[src/sid_defs.svh]
// Constants for the serial identification memory block.
// Assumes inclusion by the design file and the bench; no logic here.
`ifndef SID_DEFS_SVH
`define SID_DEFS_SVH
`define SID_DEV_ADDR 7'h50
`define SID_MEM_DEPTH 128
`define SID_AW 7
`define SID_SPACE 8'h20
`define SID_ZERO 8'h00
`define SID_PIN_IDLE 1'b1
`define SID_LOS_IDLE 1'b0
`define SID_OFF_TYPE 7'h00
`define SID_OFF_EXT 7'h01
`define SID_OFF_CONN 7'h02
`define SID_OFF_COMPAT 7'h03
`define SID_OFF_ENC 7'h0b
`define SID_OFF_RATE 7'h0c
`define SID_OFF_RSVD13 7'h0d
`define SID_OFF_SM_KM 7'h0e
`define SID_OFF_SM_100M 7'h0f
`define SID_OFF_MMA 7'h10
`define SID_OFF_MMB 7'h11
`define SID_OFF_CU 7'h12
`define SID_OFF_PROT_END 7'h5f
`define SID_VAL_TYPE 8'h03
`define SID_VAL_EXT 8'h04
`define SID_VAL_CONN 8'h07
`define SID_VAL_COMPAT 64'h0000_0000_0000_0010
`define SID_VAL_ENC 8'h06
`define SID_VAL_RATE 8'h67
`define SID_VAL_SM_KM 8'h0a
`define SID_VAL_SM_100M 8'h64
`define SID_VAL_MMA 8'h00
`define SID_VAL_MMB 8'h00
`define SID_VAL_CU 8'h00
`define SID_LOS_TIME_US 100
`define SID_CLK_MHZ 25
`define SID_LOS_CYC ((`SID_LOS_TIME_US * `SID_CLK_MHZ) - 4)
`define SID_LOS_CW 12
`endif

[src/sid_pkg.sv]
// Types for the serial identification memory block.
// Assumes sid_defs.svh for numeric constants.
package sid_pkg;
   typedef enum logic [2:0] {
      ST_IDLE, ST_DEVADDR, ST_ADDR, ST_WDATA, ST_RDATA, ST_ACK_OUT, ST_ACK_IN
   } sid_state_e;
endpackage : sid_pkg

[src/module_serial_id_memory.sv]
// Two-wire serial identification memory with receive signal-lost output.
// Assumes host clocks the bus below 100 kHz; pins are asynchronous to sys_clk_i.
`timescale 1ns/1ps
`include "sid_defs.svh"

module module_serial_id_memory (
   input wire logic sys_clk_i,
   input wire logic rst_i,
   input wire logic scl_i,
   input wire logic sda_i,
   output logic sda_o,
   output logic sda_oe_o,
   output logic present_n_o,
   input wire logic signal_lost_flag_i,
   output logic rx_signal_lost_output_o,
   output logic rx_signal_lost_oe_o
);

   // Bus pins reset to their idle high level, so no false edge after reset
   logic scl_s_q, sda_s_q, los_s_q;
   logic scl_p_q, scl_p_d, sda_p_q, sda_p_d;

   pin_sync #(.RST_VAL(`SID_PIN_IDLE)) scl_sync (
      .sys_clk_i(sys_clk_i),
      .rst_i(rst_i),
      .pin_i(scl_i),
      .sync_o(scl_s_q)
   );

   pin_sync #(.RST_VAL(`SID_PIN_IDLE)) sda_sync (
      .sys_clk_i(sys_clk_i),
      .rst_i(rst_i),
      .pin_i(sda_i),
      .sync_o(sda_s_q)
   );

   pin_sync #(.RST_VAL(`SID_LOS_IDLE)) los_sync (
      .sys_clk_i(sys_clk_i),
      .rst_i(rst_i),
      .pin_i(signal_lost_flag_i),
      .sync_o(los_s_q)
   );

   // Third flop only for edge and start/stop detection
   always_comb begin
      scl_p_d = scl_s_q;
      sda_p_d = sda_s_q;
   end

   always_ff @(posedge sys_clk_i or posedge rst_i) begin
      if (rst_i) begin
         scl_p_q <= `SID_PIN_IDLE;
         sda_p_q <= `SID_PIN_IDLE;
      end else begin
         scl_p_q <= scl_p_d;
         sda_p_q <= sda_p_d;
      end
   end

   logic scl_rise, scl_fall, start_det, stop_det;
   assign scl_rise = scl_s_q & ~scl_p_q;
   assign scl_fall = ~scl_s_q & scl_p_q;
   assign start_det = scl_s_q & scl_p_q & sda_p_q & ~sda_s_q;
   assign stop_det = scl_s_q & scl_p_q & ~sda_p_q & sda_s_q;

   logic [7:0] mem_q [`SID_MEM_DEPTH];

   function automatic logic [7:0] rom_init(input logic [`SID_AW-1:0] a);
      logic [7:0] v;
      v = `SID_ZERO;
      case (a)
         `SID_OFF_TYPE: v = `SID_VAL_TYPE;
         `SID_OFF_EXT: v = `SID_VAL_EXT;
         `SID_OFF_CONN: v = `SID_VAL_CONN;
         `SID_OFF_ENC: v = `SID_VAL_ENC;
         `SID_OFF_RATE: v = `SID_VAL_RATE;
         `SID_OFF_RSVD13: v = `SID_ZERO;
         `SID_OFF_SM_KM: v = `SID_VAL_SM_KM;
         `SID_OFF_SM_100M: v = `SID_VAL_SM_100M;
         `SID_OFF_MMA: v = `SID_VAL_MMA;
         `SID_OFF_MMB: v = `SID_VAL_MMB;
         `SID_OFF_CU: v = `SID_VAL_CU;
         default: begin
            if (a >= `SID_OFF_COMPAT && a < `SID_OFF_ENC) begin
               v = 8'(`SID_VAL_COMPAT >> (8 * (7 - 32'(a - `SID_OFF_COMPAT))));
            end
         end
      endcase
      return v;
   endfunction

   sid_pkg::sid_state_e st_q, st_d;
   logic [7:0] sh_q, sh_d;
   logic [3:0] bit_q, bit_d;
   logic [`SID_AW-1:0] ptr_q, ptr_d;
   logic rd_q, rd_d;
   logic oe_q, oe_d;
   logic dout_q, dout_d;
   logic wr_en;
   logic [`SID_AW-1:0] wr_addr;

   always_comb begin
      st_d = st_q;
      sh_d = sh_q;
      bit_d = bit_q;
      ptr_d = ptr_q;
      rd_d = rd_q;
      oe_d = oe_q;
      dout_d = dout_q;
      wr_en = 1'b0;
      wr_addr = ptr_q;
      if (start_det) begin
         st_d = sid_pkg::ST_DEVADDR;
         bit_d = 4'h0;
         oe_d = 1'b0;
      end else if (stop_det) begin
         st_d = sid_pkg::ST_IDLE;
         oe_d = 1'b0;
      end else if (scl_rise) begin
         case (st_q)
            sid_pkg::ST_DEVADDR, sid_pkg::ST_ADDR, sid_pkg::ST_WDATA: begin
               sh_d = {sh_q[6:0], sda_s_q};
               bit_d = bit_q + 4'h1;
            end
            sid_pkg::ST_ACK_IN: begin
               if (sda_s_q) begin
                  st_d = sid_pkg::ST_IDLE;
               end
            end
            sid_pkg::ST_RDATA: begin
               bit_d = bit_q + 4'h1;
            end
            default: begin
            end
         endcase
      end else if (scl_fall) begin
         case (st_q)
            sid_pkg::ST_DEVADDR: begin
               if (bit_q == 4'h8) begin
                  if (sh_q[7:1] == `SID_DEV_ADDR) begin
                     rd_d = sh_q[0];
                     st_d = sid_pkg::ST_ACK_OUT;
                     oe_d = 1'b1;
                     dout_d = 1'b0;
                  end else begin
                     st_d = sid_pkg::ST_IDLE;
                  end
               end
            end
            sid_pkg::ST_ADDR: begin
               if (bit_q == 4'h8) begin
                  ptr_d = sh_q[`SID_AW-1:0];
                  st_d = sid_pkg::ST_ACK_OUT;
                  oe_d = 1'b1;
                  dout_d = 1'b0;
               end
            end
            sid_pkg::ST_WDATA: begin
               if (bit_q == 4'h8) begin
                  // protect id fields
                  // Acked either way; protected bytes simply stay
                  wr_en = (ptr_q > `SID_OFF_PROT_END);
                  ptr_d = ptr_q + 1'b1;
                  st_d = sid_pkg::ST_ACK_OUT;
                  oe_d = 1'b1;
                  dout_d = 1'b0;
               end
            end
            sid_pkg::ST_ACK_OUT: begin
               bit_d = 4'h0;
               if (rd_q) begin
                  st_d = sid_pkg::ST_RDATA;
                  sh_d = mem_q[ptr_q];
                  oe_d = ~mem_q[ptr_q][7];
                  dout_d = 1'b0;
               end else begin
                  oe_d = 1'b0;
                  st_d = sid_pkg::ST_WDATA;
               end
            end
            sid_pkg::ST_RDATA: begin
               if (bit_q == 4'h8) begin
                  ptr_d = ptr_q + 1'b1;
                  st_d = sid_pkg::ST_ACK_IN;
                  oe_d = 1'b0;
               end else begin
                  sh_d = {sh_q[6:0], 1'b0};
                  oe_d = ~sh_q[6];
               end
            end
            sid_pkg::ST_ACK_IN: begin
               bit_d = 4'h0;
               st_d = sid_pkg::ST_RDATA;
               sh_d = mem_q[ptr_q];
               oe_d = ~mem_q[ptr_q][7];
            end
            default: begin
            end
         endcase
      end
      wr_addr = ptr_q;
      dout_d = ~oe_d;
   end

   // First write after device address is the word address
   logic addr_phase_q, addr_phase_d;
   always_comb begin
      addr_phase_d = addr_phase_q;
      if (start_det) begin
         addr_phase_d = 1'b1;
      end else if (scl_fall && st_q == sid_pkg::ST_ADDR && bit_q == 4'h8) begin
         addr_phase_d = 1'b0;
      end
   end

   sid_pkg::sid_state_e st_fix;
   always_comb begin
      st_fix = st_d;
      if (scl_fall && st_q == sid_pkg::ST_ACK_OUT && !rd_q && addr_phase_q) begin
         st_fix = sid_pkg::ST_ADDR;
      end
   end

   always_ff @(posedge sys_clk_i or posedge rst_i) begin
      if (rst_i) begin
         st_q <= sid_pkg::ST_IDLE;
         sh_q <= 8'h00;
         bit_q <= 4'h0;
         ptr_q <= 7'h00;
         rd_q <= 1'b0;
         oe_q <= 1'b0;
         dout_q <= 1'b0;
         addr_phase_q <= 1'b0;
      end else begin
         st_q <= st_fix;
         sh_q <= sh_d;
         bit_q <= bit_d;
         ptr_q <= ptr_d;
         rd_q <= rd_d;
         oe_q <= oe_d;
         dout_q <= dout_d;
         addr_phase_q <= addr_phase_d;
      end
   end

   // unused text bytes default to zero; reserved stays zero
   always_ff @(posedge sys_clk_i or posedge rst_i) begin
      if (rst_i) begin
         for (int i = 0; i < `SID_MEM_DEPTH; i++) begin
            mem_q[i] <= rom_init(7'(i));
         end
      end else if (wr_en) begin
         mem_q[wr_addr] <= sh_q;
      end
   end

   // Open drain: low only when driven
   assign sda_o = dout_q;
   assign sda_oe_o = oe_q;
   assign present_n_o = 1'b0;

   // Same filter both ways, so a short glitch never reaches the pin
   // loss output, bounded assert delay
   logic [`SID_LOS_CW-1:0] los_cnt_q, los_cnt_d;
   logic los_out_q, los_out_d;
   always_comb begin
      los_cnt_d = los_cnt_q;
      los_out_d = los_out_q;
      if (los_s_q == los_out_q) begin
         los_cnt_d = '0;
      end else if (los_cnt_q >= `SID_LOS_CW'(`SID_LOS_CYC)) begin
         los_out_d = los_s_q;
         los_cnt_d = '0;
      end else begin
         los_cnt_d = los_cnt_q + 1'b1;
      end
   end

   always_ff @(posedge sys_clk_i or posedge rst_i) begin
      if (rst_i) begin
         los_cnt_q <= '0;
         los_out_q <= 1'b0;
      end else begin
         los_cnt_q <= los_cnt_d;
         los_out_q <= los_out_d;
      end
   end

   // Open collector: high level means released
   assign rx_signal_lost_output_o = los_out_q;
   assign rx_signal_lost_oe_o = ~los_out_q;

endmodule : module_serial_id_memory

// Two-flop synchroniser for one asynchronous pin.
// Only the second flop reads the possibly metastable first one.
module pin_sync #(
   parameter logic RST_VAL = 1'b0
) (
   input wire logic sys_clk_i,
   input wire logic rst_i,
   input wire logic pin_i,
   output logic sync_o
);
   logic meta_q, meta_d, sync_q, sync_d;

   always_comb begin
      meta_d = pin_i;
      sync_d = meta_q;
   end

   always_ff @(posedge sys_clk_i or posedge rst_i) begin
      if (rst_i) begin
         meta_q <= RST_VAL;
         sync_q <= RST_VAL;
      end else begin
         meta_q <= meta_d;
         sync_q <= sync_d;
      end
   end

   assign sync_o = sync_q;

endmodule : pin_sync

[config.mk]
export PLATFORM = sky130hd
export DESIGN_NAME = module_serial_id_memory
export DESIGN_NICKNAME = d
export VERILOG_FILES = /design/src/sid_pkg.sv /design/src/module_serial_id_memory.sv
export VERILOG_INCLUDE_DIRS = /design/src
export SDC_FILE = /design/constraint.sdc
export NUM_CORES = 2
export LEC_CHECK = 0
export ABC_AREA = 1
export BUFFER_PORTS_ARGS = -buffer_cell sky130_fd_sc_hd__clkbuf_2
export CORE_UTILIZATION = 49
export CTS_BUF_LIST = sky130_fd_sc_hd__clkbuf_4
export DETAILED_ROUTE_END_ITERATION = 10
export HOLD_SLACK_MARGIN = 0.12
export PLACE_DENSITY = 0.62
export SYNTH_ARGS = -nofsm -noshare
export SYNTH_HDL_FRONTEND = slang
export SYNTH_SLANG_ARGS = --single-unit
[constraint.sdc]
create_clock -name sys_clk_i -period 36.8 [get_ports sys_clk_i]
set_input_delay 7.36 -clock sys_clk_i [delete_from_list [all_inputs] [get_ports sys_clk_i]]
set_output_delay 7.36 -clock sys_clk_i [all_outputs]
set_load 0.005 [all_outputs]
-- Word-level counts from Yosys, hierarchy flattened
Cells that the tools add are included.
- bitwise gates (word level): 20
- multiply operators: 0
- divide/modulo/power cells: 0
- multiplexer cells: 54
- equality and inequality tests: 21
- order comparisons: 4
- $add $sub $neg: 3
- shift-type cells: 0
- reductions and logical operators: 26
- operators with widths (kind ; number):
    1024-bit bitwise mux ; 1
    8-bit 2-to-1 mux ; 8
    8-bit binary-select mux with 7-bit select ; 1
    8-bit demux with 7-bit select ; 1
    3-bit 2-to-1 mux ; 12
    7-bit AND reduction ; 4
    12-bit 2-to-1 mux ; 2
    4-bit 2-to-1 mux ; 6
    8-bit one-hot mux with 3 select lines ; 1
    1-bit 2-to-1 mux ; 17
    3-bit one-hot mux with 5 select lines ; 1
    7-bit 2-to-1 mux ; 2
    7-bit one-hot mux with 2 select lines ; 1
    12-bit by 1-bit adder with 12-bit output, second input constant ; 1
    12-bit >= comparator, second input constant ; 1
    6-bit != test, second input constant ; 2
    1-bit NOT ; 12
    5-bit by 1-bit != test with 1-bit output, second input constant ; 2
    3-bit == test, second input constant ; 3
    8-bit >= comparator, second input constant ; 1
    8-bit by 1-bit < comparator with 1-bit output, second input constant ; 1
    7-bit NOT with 8-bit output ; 1
    8-bit nonzero test ; 1
    7-bit by 1-bit adder with 7-bit output, second input constant ; 1
    other kinds (25) ; 45
- latch bits: 0
- ROM bits: 0
- output and inout port bits: 5
- logic and storage cells: 274
- flip-flop bits (word level): 1071
- RAM bits: 0
- memories: 0

-- Logic depth before layout (Yosys ltp)
- depth after elaboration: 12
- gate-level depth with buffers: 17
- mapped depth without buffers: 15

-- By module
A second synthesis with hierarchy kept.
- cell total of the unflattened synthesis: 5746
- area total of the unflattened synthesis: 46500.8 um^2
- modules (own cells, without submodules) (module ; seq. area each (um^2) ; cells each ; instances ; area an instance (um^2)):
    module_serial_id_memory ; 26676.8 ; 5737 ; 1 ; 46334.4
    pin_sync (scl_sync ...) ; 52.6 ; 3 ; 2 ; 56.3
    pin_sync (los_sync) ; 50.0 ; 3 ; 1 ; 53.8

-- Worst setup path before layout
Ideal clock, no wire load.
- kind: reg2out
- start: register los_out_q, in the netlist rx_signal_lost_output_o
- end: output rx_signal_lost_oe_o
- arrival time: 0.472 ns
- setup slack: 28.968 ns
- required time: 29.440 ns
- cell stages (with the launch flop): 2
- cells stage by stage: dfrtp_1 inv_1
- word-level cells in the longest chain between the ends: 1
- ends and longest elaborated chain (what ; line ; source):
    from (decl) ; module_serial_id_memory.sv:265 ; logic los_out_q, los_out_d;
    from (signal assigned) ; module_serial_id_memory.sv:285 ; los_out_q <= los_out_d;
    1-bit NOT ; module_serial_id_memory.sv:291 ; assign rx_signal_lost_oe_o = ~los_out_q;
    to (decl) ; module_serial_id_memory.sv:16 ; output logic rx_signal_lost_oe_o
Every way passes these cells.

==> results.toml <==
[timing]
tns_ps = 0
rsz0062_at_grt = "no"
fmax_ghz = 0.09786
timing.final.crit_share_pct = 27.77
clock_skew_ps = 89.09
hold_viol = 0
worst_pin_slew_ps = 1136
slew_viol_final = 0
final-setup-viol-count = 0
min_period_ps = 10220
slew_headroom_pct = 24.18

[global_routing]
grt_pass1_wl_mm = 162.5
antenna_found_initial = 2
grt_pass1_vias = 30060
grt_max_degree = 193
grtUsageTotal_pct = 22.30
grt_overflow = 0

[floorplanning]
die_width_um = 303.5
start_util_pct = 49.49
die_y_um = 303.5
core-area_sq_um = 90010
die-area_sq_um = 92130
row_count = 110
ios = 10

[route]
drt_wl_total_mm = 98.44
drc_errors = 0
dr_total_vias = 29710
dr.pass1.iters = 5
detail-route-antenna-nets = 0
vias_per_cell = 4.910
drtIter0Drc = 2258
wl_per_cell_um = 16.27

[critical_path]
r2r_start = "ptr_q[1]"
endpoint_kind = "asynchronous set/reset pin"
critPathKind = "in2async"
cp-start-kind = "input port"
cp.required_ps = 37880
arrival_ps = 11300
cp_max_fo = 175
crit_start = "rst_i"

[clocking]
clock_path_buffers = 4
tritoncts = "done"
cts_inserted_buffers = 294
postCtsSetupBuffers = 0
cts-root-buf = "clkbuf_4"
ctsHoldBuffers = 0
clk_pin_slew_ps = 60
cts_resized = 0
clock_sinks = 1071
clkLatencyLatePin_ps = 1170
cts_max_level = 5

[place]
dp_hpwl_mm = 53.50
place_congestion = 0.8635
numPortBuffers = 8
placed_area_sq_um = 42450

[synthesis]
ys.flop_type = "dfrtp_1"
synthArstFlopShare_pct = 100.0
synthCells = 5332
netlist_area_sq_um = 44550
syn_area_per_cell_sq_um = 8.355
synth_fp_nets = 5345
ys_seq_area_share_pct = 60.23
ys_warn_count = 0
synth-seq-cells = 1071
synth.distinct_cells = 41
synth_edf_count = 0

[run]
drv_cap = 0

[power_and_ir_drop]
ir_worst_vdd_uv = 27.01
power.density_nw_per_um2 = 50.80
power_w = 0.002339
leakage_nw = 23.02

[layout]
area_growth_pct = 3.359
postLayoutCellArea_sq_um = 46050
final_cell_mix = "2047 x nand2_1, 1043 x dfrtp_1, 439 x o21ai_0, 431 x clkbuf_4, 264 x a21oi_1"
drive_above_1_share_pct = 11.69
fin_nets = 4680
layout_commonest_cell = "nand2_1"

[min_path]
min-delay-start = "los_sync.meta_q"
hp-class = "reg2reg"

[outcome]
run_status = "completed"
==> cell families after synthesis <==
kind of cell             count (synthesis)  synth area share, %
other                                    1             0.008418
AO/OA/AOI/OAI                          761                8.886
buffers and inverters                 1121                10.04
XOR/XNOR                                 4              0.07866
flip-flops                            1071                60.23
adder cells (fa/ha/maj)                  8               0.2247
AND/OR/NAND/NOR                       2366                20.53
==> critical path, stage by stage <==
cell and delay (ps):
clkbuf_2 100, clkinvlp_4 370, buf_12 600, buf_4 850, buf_4 800, buf_4 850
==> Yosys cell counts, types with 3 or more instances <==
cell type / count / area [sq um]
nand2_1: 2047 / 7684
dfrtp_1: 1046 / 26180
clkbuf_1: 905 / 3397
o21ai_0: 439 / 2197
a21oi_1: 264 / 1321
nor2_1: 213 / 799.5
inv_1: 102 / 382.9
buf_2: 64 / 320.3
o211ai_1: 35 / 262.8
nand3_1: 27 / 135.1
dfstp_2: 25 / 656.9
buf_6: 24 / 270.3
buf_1: 23 / 86.33
nand4_1: 21 / 131.4
or2_2: 20 / 125.1
nor3_1: 13 / 65.06
a22oi_1: 12 / 90.09
ha_1: 8 / 100.1
and2_0: 4 / 25.02
and2_1: 4 / 25.02
nand3b_1: 4 / 30.03
nor2_4: 4 / 45.04
o22ai_1: 4 / 25.02
xor2_1: 3 / 26.28
==> path summary, 6_finish.rpt <==
| path | to | slack, ps | cells after the start |
|---|---|---|---|
| hold reg to reg | los_sync.sync_o | 350 | 0 |
| setup / recovery | sh_q[5] | 26580 | 6 |
| hold / removal | los_sync.sync_o | 350 | 0 |
| min in group asynchronous | mem_q[904] | 6290 | 2 |
| max in group sys_clk_i | rx_signal_lost_oe_o | 27740 | 2 |
| setup reg to reg | sh_q[6] | 32440 | 14 |
==> per-stage QoR <==
stage	hold WS [ps]	std cells	util (%)	setup slack [ps]
final	345.7	6051	51.16	26580
after global routing	353.5	6051	51.16	25980
after CTS	349.6	6043	51.13	26460
after detailed placement	345.9	5547	47.17	25270
after global placement	345.7	5547	47.17	25330
after floorplan	331.2	5332	-	14690
==> cell type report <==
class                           instances  area (sq um)
Antenna cell                            8         20.02
Clock buffer                          431          3236
Tap cell                             1176          1471
Multi-Input combinational cell       3140         13270
Timing Repair Buffer                   56         462.9
Clock inverter                         65         335.3
Inverter                              104         409.1
Fill cell                            8563         43970
Sequential cell                      1071         26840
==> layer usage <==
| metal | GRT usage [%] | up-vias | wire [um] |
|---|---|---|---|
| met5 | 0 | - | 0 |
| met4 | 8.810 | 0 | 2484 |
| met3 | 4.726 | 200 | 5030 |
| met2 | 33.10 | 665 | 43720 |
| met1 | 32.09 | 13940 | 47200 |
| li1 | - | 14900 | - |
==> power by group <==
group | switching (W) | internal (W) | leakage [nW]
Sequential | 0.00000801 | 0.00118 | 14.8
Combinational | 0.0000957 | 0.0000148 | 6.01
Clock | 0.000481 | 0.000555 | 2.16
==> flip-flops by register name, summed over array words and instances, names as in the netlist, 3 cells and up <==
signal     flops
mem_q       1024
ptr_q          7
st_q           3
sh_q           8
bit_q          4
los_cnt_q     12
(Power assumes the default switching activity.)
